===== config.mk =====
export PLATFORM = sky130hd
export DESIGN_NAME = pbc_ctrl
export DESIGN_NICKNAME = d
export VERILOG_FILES = /design/src/pbc_pkg.sv /design/src/pbc_link_if.sv /design/src/pbc_ctrl.sv /design/src/pbc_sync.sv
export SDC_FILE = /design/constraint.sdc
export NUM_CORES = 1
export LEC_CHECK = 0
export BUFFER_PORTS_ARGS = -buffer_cell sky130_fd_sc_hd__buf_2
export CORE_MARGIN = 2
export CORE_UTILIZATION = 55
export DETAILED_ROUTE_END_ITERATION = 10
export HOLD_SLACK_MARGIN = 0.15
export PLACE_DENSITY = 0.82
export SLEW_MARGIN = 15
export SYNTH_ARGS = -nofsm -noshare
export SYNTH_HDL_FRONTEND = slang
export SYNTH_SLANG_ARGS = --single-unit

===== constraint.sdc =====
create_clock -name mclk_in -period 2.5 [get_ports mclk_in]
set_clock_uncertainty 0.05 [all_clocks]
set_input_delay 0.25 -clock mclk_in [delete_from_list [all_inputs] [get_ports mclk_in]]
set_output_delay 0.25 -clock mclk_in [all_outputs]
set_load 0.01 [all_outputs]

===== src/pbc_pkg.sv =====
// constants, field layout and state codes of the basic phy control register
// assumes one 10 MHz clock; management frames arrive on a slow sampled mdc
// Functional notes
// - 32 management registers; 0h-Fh standard, 10h-1Fh vendor specific
// - writing one to bit 15 starts software reset; bit clears itself
// - bit 14 set selects loopback; resets to zero
// - bit 13 picks 100 or 10 Mbps; ignored while auto-negotiation enabled
// - speed bit reset value latched from rate strap pin
// - bit 12 enables negotiation, which overrides bits 13 and 8; strapped
// - in power-down, first reset write clears power-down, second resets chip
// - bit 10 isolates from the media-independent interface; strap default
// - writing one to bit 9 restarts auto-negotiation; bit clears itself
// - bit 8 full or half duplex; default is inverse of duplex strap
// - bit 7 enables collision signal test; resets to zero
package pbc_pkg;

   localparam int CLK_PERIOD_NS = 100;

   ////////////////////////////////////////////////////////////////////////////
   // register map
   localparam int         PBC_REG_COUNT      = 32;
   localparam logic [4:0] PBC_REG_BASIC_CTRL = 5'h00;

   localparam int PBC_BIT_RESET    = 15;
   localparam int PBC_BIT_LOOPBACK = 14;
   localparam int PBC_BIT_SPEED    = 13;
   localparam int PBC_BIT_AN_EN    = 12;
   localparam int PBC_BIT_PDOWN    = 11;
   localparam int PBC_BIT_ISOLATE  = 10;
   localparam int PBC_BIT_AN_RST   = 9;
   localparam int PBC_BIT_DUPLEX   = 8;
   localparam int PBC_BIT_COLTEST  = 7;

   localparam logic [6:0]  PBC_RESERVED_VAL = 7'h00;
   localparam logic [15:0] PBC_UNMAPPED_VAL = 16'h0000;

   ////////////////////////////////////////////////////////////////////////////
   // strap vector positions
   localparam int PBC_STRAP_SPEED  = 0;
   localparam int PBC_STRAP_AN     = 1;
   localparam int PBC_STRAP_ISO    = 2;
   localparam int PBC_STRAP_DUPLEX = 3;
   localparam int PBC_STRAP_W      = 4;

   // two synchroniser stages plus one, so loaded straps are settled levels
   localparam logic [1:0] PBC_STRAP_SETTLE = 2'h3;

   ////////////////////////////////////////////////////////////////////////////
   // management frame
   localparam logic [5:0] PBC_PREAMBLE_LEN = 6'h20;
   localparam logic [5:0] PBC_HDR_LAST     = 6'h0D;
   localparam logic [5:0] PBC_TA_LAST      = 6'h01;
   localparam logic [5:0] PBC_DATA_LAST    = 6'h0F;
   localparam logic [5:0] PBC_DATA_BITS    = 6'h10;
   localparam logic [1:0] PBC_START_CODE   = 2'h1;
   localparam logic [1:0] PBC_OP_READ      = 2'h2;
   localparam logic [1:0] PBC_OP_WRITE     = 2'h1;
   localparam logic [4:0] PBC_PHY_ADDR_DEF = 5'h01;

   typedef enum logic [4:0] {
      PBC_PRE = 5'h01,
      PBC_HDR = 5'h02,
      PBC_TA  = 5'h04,
      PBC_WR  = 5'h08,
      PBC_RD  = 5'h10
   } pbc_state_t;

endpackage


===== src/pbc_link_if.sv =====
// carries synchronised management-pin and strap events between modules
// assumes producer and consumer share mclk_in
`timescale 1ns/1ps
interface pbc_link_if;
   logic       mdc_rise;
   logic       mdio_bit;
   logic [3:0] strap;

   modport src (output mdc_rise, output mdio_bit, output strap);
   modport dst (input mdc_rise, input mdio_bit, input strap);
endinterface


===== src/pbc_ctrl.sv =====
// management-frame slave holding the basic phy control register
// assumes a station manager drives mdc well below mclk_in / 4
`timescale 1ns/1ps
module pbc_ctrl
   import pbc_pkg::*;
#(
   parameter logic [4:0] PHY_ADDR = PBC_PHY_ADDR_DEF
)(
   input  wire logic                   mclk_in,
   input  wire logic                   rst_b_in,
   input  wire logic                   mdc_in,
   input  wire logic                   mdio_in,
   output logic                        mdio_out,
   output logic                        mdio_oe_out,
   input  wire logic                   speed_strap_in,
   input  wire logic                   autoneg_enable_strap_in,
   input  wire logic                   isolate_strap_in,
   input  wire logic                   duplex_strap_in,
   input  wire logic                   an_speed_100_in,
   input  wire logic                   an_full_duplex_in,
   output logic                        soft_reset_out,
   output logic                        loopback_out,
   output logic                        autoneg_enable_out,
   output logic                        autoneg_restart_out,
   output logic                        power_down_out,
   output logic                        isolate_out,
   output logic                        col_test_out,
   output logic                        speed_100_out,
   output logic                        full_duplex_out
);

   ////////////////////////////////////////////////////////////////////////////
   // pin synchronisation
   pbc_link_if link ();

   pbc_sync u_sync (
      .mclk_in  (mclk_in),
      .rst_b_in (rst_b_in),
      .mdc_in   (mdc_in),
      .mdio_in  (mdio_in),
      .strap_in ({duplex_strap_in, isolate_strap_in,
                  autoneg_enable_strap_in, speed_strap_in}),
      .link     (link.src)
   );

   ////////////////////////////////////////////////////////////////////////////
   // frame engine state
   pbc_state_t  state_reg;
   logic [5:0]  cnt_reg;
   logic [13:0] hdr_reg;
   logic [15:0] shift_reg;
   logic        wr_go_reg;
   logic        mdio_out_reg;
   logic        mdio_oe_reg;

   // control fields
   logic [1:0]  settle_reg;
   logic        loop_reg;
   logic        speed_reg;
   logic        an_en_reg;
   logic        pdown_reg;
   logic        iso_reg;
   logic        an_rst_reg;
   logic        dup_reg;
   logic        col_reg;
   logic        eff_speed_reg;
   logic        eff_dup_reg;

   wire logic [13:0] hdr_next   = {hdr_reg[12:0], link.mdio_bit};
   wire logic [15:0] shift_next = {shift_reg[14:0], link.mdio_bit};
   wire logic [1:0]  hdr_start  = hdr_next[13:12];
   wire logic [1:0]  hdr_op     = hdr_next[11:10];
   wire logic [4:0]  hdr_phy    = hdr_next[9:5];
   wire logic        hdr_is_rd  = (hdr_reg[11:10] == PBC_OP_READ);
   wire logic        hdr_ok     = (hdr_start == PBC_START_CODE) &&
                                  (hdr_phy == PHY_ADDR) &&
                                  ((hdr_op == PBC_OP_READ) ||
                                   (hdr_op == PBC_OP_WRITE));
   wire logic        busy       = (settle_reg != 2'h0);

   // only register 0h is held here; the rest of the space reads zero
   wire logic        hit_ctrl   = (hdr_reg[4:0] == PBC_REG_BASIC_CTRL);
   wire logic [15:0] ctrl_word  = {busy, loop_reg, speed_reg, an_en_reg,
                                   pdown_reg, iso_reg, 1'b0, dup_reg,
                                   col_reg, PBC_RESERVED_VAL};
   wire logic [15:0] rd_word    = hit_ctrl ? ctrl_word
                                           : PBC_UNMAPPED_VAL;
   wire logic        ctrl_wr    = wr_go_reg && hit_ctrl && !busy;
   wire logic        wr_reset   = shift_reg[PBC_BIT_RESET];

   ////////////////////////////////////////////////////////////////////////////
   // serial frame: 32 ones, start, op, phy, reg, turnaround, 16 data bits
   always_ff @(posedge mclk_in or negedge rst_b_in) begin
      if (!rst_b_in) begin
         state_reg    <= PBC_PRE;
         cnt_reg      <= 6'h00;
         hdr_reg      <= 14'h0000;
         shift_reg    <= 16'h0000;
         wr_go_reg    <= 1'b0;
         mdio_out_reg <= 1'b0;
         mdio_oe_reg  <= 1'b0;
      end else begin
         wr_go_reg <= 1'b0;
         if (link.mdc_rise) begin
            case (state_reg)
               PBC_PRE: begin
                  if (link.mdio_bit) begin
                     if (cnt_reg != PBC_PREAMBLE_LEN)
                        cnt_reg <= cnt_reg + 6'h01;
                  end else if (cnt_reg == PBC_PREAMBLE_LEN) begin
                     hdr_reg   <= hdr_next;
                     cnt_reg   <= 6'h01;
                     state_reg <= PBC_HDR;
                  end else begin
                     cnt_reg <= 6'h00;
                  end
               end
               PBC_HDR: begin
                  hdr_reg <= hdr_next;
                  cnt_reg <= cnt_reg + 6'h01;
                  if (cnt_reg == PBC_HDR_LAST) begin
                     cnt_reg   <= 6'h00;
                     state_reg <= hdr_ok ? PBC_TA : PBC_PRE;
                  end
               end
               PBC_TA: begin
                  // read: second turnaround bit is driven low by us
                  if (hdr_is_rd) begin
                     mdio_oe_reg  <= 1'b1;
                     mdio_out_reg <= 1'b0;
                     shift_reg    <= rd_word;
                     cnt_reg      <= 6'h00;
                     state_reg    <= PBC_RD;
                  end else if (cnt_reg == PBC_TA_LAST) begin
                     cnt_reg   <= 6'h00;
                     state_reg <= PBC_WR;
                  end else begin
                     cnt_reg <= cnt_reg + 6'h01;
                  end
               end
               PBC_WR: begin
                  shift_reg <= shift_next;
                  cnt_reg   <= cnt_reg + 6'h01;
                  if (cnt_reg == PBC_DATA_LAST) begin
                     wr_go_reg <= 1'b1;
                     cnt_reg   <= 6'h00;
                     state_reg <= PBC_PRE;
                  end
               end
               PBC_RD: begin
                  if (cnt_reg == PBC_DATA_BITS) begin
                     mdio_oe_reg <= 1'b0;
                     cnt_reg     <= 6'h00;
                     state_reg   <= PBC_PRE;
                  end else begin
                     mdio_out_reg <= shift_reg[15];
                     shift_reg    <= {shift_reg[14:0], 1'b0};
                     cnt_reg      <= cnt_reg + 6'h01;
                  end
               end
               default: begin
                  mdio_oe_reg <= 1'b0;
                  cnt_reg     <= 6'h00;
                  state_reg   <= PBC_PRE;
               end
            endcase
         end
      end
   end

   ////////////////////////////////////////////////////////////////////////////
   // control register; straps are loaded while settle_reg runs down, so the
   // value seen is the synchronised current pin level, never a reset input
   always_ff @(posedge mclk_in or negedge rst_b_in) begin
      if (!rst_b_in) begin
         settle_reg <= PBC_STRAP_SETTLE;
         loop_reg   <= 1'b0;
         speed_reg  <= 1'b0;
         an_en_reg  <= 1'b0;
         pdown_reg  <= 1'b0;
         iso_reg    <= 1'b0;
         an_rst_reg <= 1'b0;
         dup_reg    <= 1'b0;
         col_reg    <= 1'b0;
      end else begin
         an_rst_reg <= 1'b0;
         if (busy) begin
            settle_reg <= settle_reg - 2'h1;
            loop_reg   <= 1'b0;
            pdown_reg  <= 1'b0;
            col_reg    <= 1'b0;
            speed_reg  <= link.strap[PBC_STRAP_SPEED];
            an_en_reg  <= link.strap[PBC_STRAP_AN];
            iso_reg    <= link.strap[PBC_STRAP_ISO];
            dup_reg    <= ~link.strap[PBC_STRAP_DUPLEX];
         end else if (ctrl_wr) begin
            if (wr_reset && pdown_reg) begin
               pdown_reg <= 1'b0;
            end else if (wr_reset) begin
               settle_reg <= PBC_STRAP_SETTLE;
            end else begin
               loop_reg   <= shift_reg[PBC_BIT_LOOPBACK];
               speed_reg  <= shift_reg[PBC_BIT_SPEED];
               an_en_reg  <= shift_reg[PBC_BIT_AN_EN];
               pdown_reg  <= shift_reg[PBC_BIT_PDOWN];
               iso_reg    <= shift_reg[PBC_BIT_ISOLATE];
               an_rst_reg <= shift_reg[PBC_BIT_AN_RST];
               dup_reg    <= shift_reg[PBC_BIT_DUPLEX];
               col_reg    <= shift_reg[PBC_BIT_COLTEST];
            end
         end
      end
   end

   // negotiated result wins over manual bits while negotiation is enabled
   always_ff @(posedge mclk_in or negedge rst_b_in) begin
      if (!rst_b_in) begin
         eff_speed_reg <= 1'b0;
         eff_dup_reg   <= 1'b0;
      end else begin
         eff_speed_reg <= an_en_reg ? an_speed_100_in : speed_reg;
         eff_dup_reg   <= an_en_reg ? an_full_duplex_in : dup_reg;
      end
   end

   ////////////////////////////////////////////////////////////////////////////
   // outputs
   assign mdio_out            = mdio_out_reg;
   assign mdio_oe_out         = mdio_oe_reg;
   assign soft_reset_out      = busy;
   assign loopback_out        = loop_reg;
   assign autoneg_enable_out  = an_en_reg;
   assign autoneg_restart_out = an_rst_reg;
   assign power_down_out      = pdown_reg;
   assign isolate_out         = iso_reg;
   assign col_test_out        = col_reg;
   assign speed_100_out       = eff_speed_reg;
   assign full_duplex_out     = eff_dup_reg;

endmodule // pbc_ctrl


===== src/pbc_sync.sv =====
// two-stage synchroniser for mdc, mdio and strap pins, plus mdc rise detect
// assumes all inputs are asynchronous to mclk_in
`timescale 1ns/1ps
module pbc_sync
   import pbc_pkg::*;
(
   input  wire logic                   mclk_in,
   input  wire logic                   rst_b_in,
   input  wire logic                   mdc_in,
   input  wire logic                   mdio_in,
   input  wire logic [PBC_STRAP_W-1:0] strap_in,
   pbc_link_if.src                     link
);

   logic [5:0] meta_reg;
   logic [5:0] sync_reg;
   logic       mdc_last_reg;

   // first stage feeds only the second
   always_ff @(posedge mclk_in or negedge rst_b_in) begin
      if (!rst_b_in) begin
         // mdc and mdio idle high; resetting them low would fake an mdc rise
         meta_reg     <= 6'h03;
         sync_reg     <= 6'h03;
         mdc_last_reg <= 1'b1;
      end else begin
         meta_reg     <= {strap_in, mdio_in, mdc_in};
         sync_reg     <= meta_reg;
         mdc_last_reg <= sync_reg[0];
      end
   end

   assign link.mdc_rise = sync_reg[0] & ~mdc_last_reg;
   assign link.mdio_bit = sync_reg[1];
   assign link.strap    = sync_reg[5:2];

endmodule // pbc_sync


# Word level (Yosys, flattened, before mapping)
# Cells that the tools add are included.
[word_totals]
register_bits = 68
inputBits = 10
output_inout_bits = 11
[classes]
addsub = 2
eq_ne = 28
n_mux = 72
n_bitwise = 4
reduce_logical = 24
[op_table]
columns = ["operator", "n"]
rows = [
  ["16-bit 2-to-1 mux", 3],
  ["16-bit one-hot mux with 3 select lines", 1],
  ["1-bit 2-to-1 mux", 42],
  ["6-bit 2-to-1 mux", 7],
  ["5-bit 2-to-1 mux", 7],
  ["6-bit one-hot mux with 5 select lines", 1],
  ["13-bit 2-to-1 mux", 2],
  ["13-bit one-hot mux with 2 select lines", 1],
  ["5-bit one-hot mux with 5 select lines", 1],
  ["2-bit inequality test, second input constant", 8],
  ["4-bit AND reduction", 4],
  ["6-bit by 4-bit == test with 1-bit output, second input constant", 2],
  ["5-bit by 1-bit == test with 1-bit output, second input constant", 2],
  ["2-bit nonzero test", 5],
  ["2-bit 2-to-1 mux", 4],
  ["7-bit AND reduction", 1],
  ["6-bit by 1-bit adder with 6-bit output, second input constant", 1],
  ["6-bit by 1-bit == test with 1-bit output, second input constant", 1],
  ["6-bit by 5-bit == test with 1-bit output, second input constant", 1],
  ["6-bit == test, second input constant", 1],
  ["3-bit inequality test, second input constant", 2],
  ["6-bit inequality test, second input constant", 1],
  ["3-bit AND reduction", 2],
  ["5-bit by 2-bit == test with 1-bit output, second input constant", 1],
  ["other kinds (20)", 29],
]

# Logic depth before layout (Yosys ltp)
[logic_depth]
word_depth = 6
mapped_depth = 8
mapped_depth_nobuf = 7

# Modules after synthesis
# Synthesis repeated with hierarchy kept, for this count alone.
[hier_totals]
hier_cells = 286
area_unflattened_um2 = 3114.2
[by_module_without_submodules]
columns = ["module", "instances", "cells_per_inst", "area_per_inst_um2", "seq_area_each_um2"]
rows = [
  ["pbc_ctrl", 1, 268, 2738.9, 1380.1],
  ["pbc_sync", 1, 18, 375.4, 331.6],
]

# Least setup slack after synthesis
# OpenSTA, ideal clock, no wires.
[synth_path]
path_type = "reg-to-reg"
startpoint = "reg cnt_reg[0]"
endpoint = "reg state_reg[1]"
setup_time_ps = 125
t_arrival_ps = 2040
required_ps = 2325
path_slack_ps = 286
stages_incl_launch_ff = 8
n_path_buf = 0
synth_period_minus_slack_ps = 2214
path_cell_list = "dfrtp_1 -> inv_1 -> ha_1 -> or3b_4 -> nor3b_4 -> o22ai_2 -> nor3_4 -> mux2_2"
[synth_via]
elab_chain_cells = 3
[synth_rtl]
columns = ["element", "line_no", "source"]
rows = [
  ["from (decl)", "pbc_ctrl.sv:49", "logic [5:0] cnt_reg;"],
  ["from (signal assigned)", "pbc_ctrl.sv:109", "cnt_reg <= cnt_reg + 6'h01;"],
  ["from (signal assigned)", "pbc_ctrl.sv:120", "cnt_reg <= cnt_reg + 6'h01;"],
  ["from (signal assigned)", "pbc_ctrl.sv:138", "cnt_reg <= cnt_reg + 6'h01;"],
  ["6-bit by 1-bit == test with 1-bit output (tied with other cells)", "pbc_ctrl.sv:134", "end else if (cnt_reg == PBC_TA_LAST) begin"],
  ["3-bit inequality test (no line) or 2-bit inequality test (tied branches)", "--", ""],
  ["7-bit AND reduction (no line) *", "--", ""],
  ["to (signal assigned)", "pbc_ctrl.sv:123", "state_reg <= hdr_ok ? PBC_TA : PBC_PRE;"],
  ["to (decl)", "pbc_ctrl.sv:48", "pbc_state_t state_reg;"],
]
# Every way passes the cells marked *; elsewhere a longest branch is shown, timed or not.
# A chain may end at the register's enable or synchronous reset.

# Worst setup path after layout
[layout_path]
startpoint = "reg cnt_reg[1]"
endpoint = "reg state_reg[4]"
# The elaborated chain is that of the path after synthesis.

==> flow_summary.ini <==
[sta]
slew_headroom = 0.600
setup_tns_ns = 0
rsz0062_at_grt = no
worst_pin_slew_ns = 0.597
slew_viol_final = 0
hold_violations = 0
min_period_ns = 2.37
setup_viol = 0
timing.final.crit_share = 0.950
timing.fmax_mhz = 421

[route]
post_drt_wl_per_cell_um = 15.3
drt_first_pass_iters = 4
avgViaCountPerCell = 5.59
antenna_left = 0
drc = 0
first_iter_violations = 206
routed-via-count = 2159
wl_um = 5920

[worst_hold_path]
hp-class = in -> async

[clock_tree]
clockBufferDepth = 2
post_cts_resize_count = 0
numCtsBuffers = 9
postCtsSetupBuffers = 0
clock_latency_ns = 0.34
htreeDepth = 3
cts_root_buf = clkbuf_8
clk_pin_slew_ns = 0.08
cts_tree = built
cts.sink_count = 68

[floorplan]
die_h_um = 78.6
row_count = 27
start_util = 0.563
die_w_um = 78.6
core_um2 = 5440
fp.dieArea_um2 = 6180
ios = 21

[synthesis]
synthMuxAreaShare = 0.0989
synth_xor_area_frac = 0.00572
ys_seq_elements = 68
synth_edf_count = 0
synth_top_family_by_area = simple AND/OR/NAND/NOR gates
synth-simple-area-share = 0.160
synth-compound-area-share = 0.121
synth_seq_area_share = 0.559
syn_inst = 273
synth-adder-area-share = 0.0163
synth_ff_type = dfrtp_1
syn_area_per_cell_um2 = 11.2
synthArstFlopShare = 1.00
synthDistinctLibCells = 51
yosys_warnings = 0
syn_area_um2 = 3060
syn-num-nets = 287

[setup_path]
critPathCaptureType = flip-flop
critPathLaunchType = flip-flop
critPathLaunch = cnt_reg[1]$_DFFE_PN0P_
cp.arrival_ns = 2.55
worstSetupPathType = reg -> reg
crit_fanout = 6
reg2reg_from = cnt_reg[1]$_DFFE_PN0P_
regToRegSetupSlack_ns = 0.13
critPathRequiredTime_ns = 2.68

[final_layout]
area_delta_synth_final_pct = 16.5
fin_util = 0.656
largest_register_ffs = 16
fin_area_um2 = 3570
fin_nets = 323
n_antenna_cell = 0
nFillCells = 411
layout-drive-gt1-share = 0.258
stdcell_count = 386

[placed_design]
dp.cells = 361
hpwlAfterDp_um = 4020
place_area_um2 = 3260
gp_congestion = 0.890
port_buffers = 20

[power]
p_leak_uw = 0.00161
p_total_uw = 2780
ir_drop_mv = 0.505
powerDensity_nw_per_um2 = 778

[global_route]
grt_antenna_before_repair = 0
overflow = 0
grt_pass1_wl_um = 9960
grt_start_max_net_pins = 32
grt_pass1_vias = 2108
grt_use_total = 0.211

[job]
max_cap_violations = 0

[run_status]
status = finished clean
## critical path: stages, from the launching register on
cell and delay, ns:
dfrtp_1 0.40, inv_1 0.10, ha_1 0.14, or3b_1 0.38
o211ai_1 0.27, o221ai_4 0.17, nor3_4 0.36, mux2_2 0.38
## routing by layer
layer / wire length, µm / track usage / vias up
li1: - / - / 1040
met1: 2750 / 0.289 / 1056
met2: 2860 / 0.329 / 50
met3: 190 / 0.0368 / 13
met4: 110 / 0.100 / 0
met5: 0 / 0 / -
## cell usage after synthesis, types with 4 or more instances
cell	n	area, µm²
a21oi_1	15	75.1
a22oi_1	8	60.1
buf_2	6	30.0
dfrtp_1	60	1500
dfstp_2	8	210
ha_1	4	50.1
inv_1	17	63.8
mux2_2	18	203
mux2i_1	10	100
nand2_1	15	56.3
nand3_1	11	55.1
nor2_1	24	90.1
nor3_1	8	40.0
nor4_1	6	37.5
o21ai_0	14	70.1
## path summary, 6_finish.rpt
check	depth (start not counted)	to
worst max-delay path	7	state_reg[4]$_DFFE_PN0P_
worst min-delay path	2	cnt_reg[3]$_DFFE_PN0P_
worst max register to register	7	state_reg[4]$_DFFE_PN0P_
worst min register to register	0	u_sync.sync_reg[5]$_DFF_PN0_
max in group asynchronous	3	isolate_out$_DFFE_PN0P_
min in group mclk_in	0	u_sync.sync_reg[5]$_DFF_PN0_
## cell type report
type | instances | area (µm²) | area share
Multi-Input combinational cell | 177 | 1240 | 0.347
Clock inverter | 7 | 98.8 | 0.0277
Timing Repair Buffer | 36 | 243 | 0.0680
Tap cell | 72 | 90.1 | 0.0252
Clock buffer | 9 | 124 | 0.0347
Inverter | 17 | 63.8 | 0.0179
Sequential cell | 68 | 1710 | 0.480
## repair_timing
action,in CTS,in global routing
setup endpoints to repair,0,1
endpoints found under the hold margin,22,0
hold buffers,9,0
## through the flow
stage,setup slack [ns],hold WS (ns)
6_report,0.126,0.292
5_1_grt,0.0180,0.312
4_1_cts,0.150,0.299
3_5_place_dp,0.175,0.132
3_3_place_gp,0.219,0.128
2_1_floorplan,0.286,-0.0956
## report_power, final
group / leakage (µW) / internal, µW / switching, µW / total, µW
logic: 0.000606 / 219 / 285 / 503
clock network: 0.000110 / 566 / 441 / 1010
registers: 0.000898 / 1180 / 84.9 / 1260
## cells by family (layout without fill, tap and decap cells)
kind of cell	count (synthesis)	in the layout
multiplexers	28	28
AO/OA/AOI/OAI	55	55
XOR/XNOR	2	2
AND/OR/NAND/NOR	88	88
buffers and inverters	28	69
adder cells (fa/ha/maj)	4	4
flip-flops	68	68
## layout by cell type, fill, tap and decap left out, types with 2 or more instances in the layout
master	netlist	final
or3b_1	2	2
ha_1	4	4
clkbuf_8	0	9
o22ai_1	3	3
mux2_2	18	18
nor3_1	8	8
o21ai_0	14	14
o211ai_1	3	3
a21oi_1	15	15
nor3b_1	2	2
buf_2	6	20
nor2_1	24	24
mux2i_1	10	10
clkinv_4	0	2
nand3_1	11	11
dfrtp_1	60	60
and3_1	3	3
nor4_1	6	5
a22oi_1	8	8
bufinv_16	0	2
buf_4	0	7
a31oi_1	2	2
dlygate4sd3_1	0	9
dfstp_2	8	8
inv_1	17	17
nand2_1	15	15
nand2b_1	2	2
nor2b_1	2	2
Power figures use the tool's default switching activity.
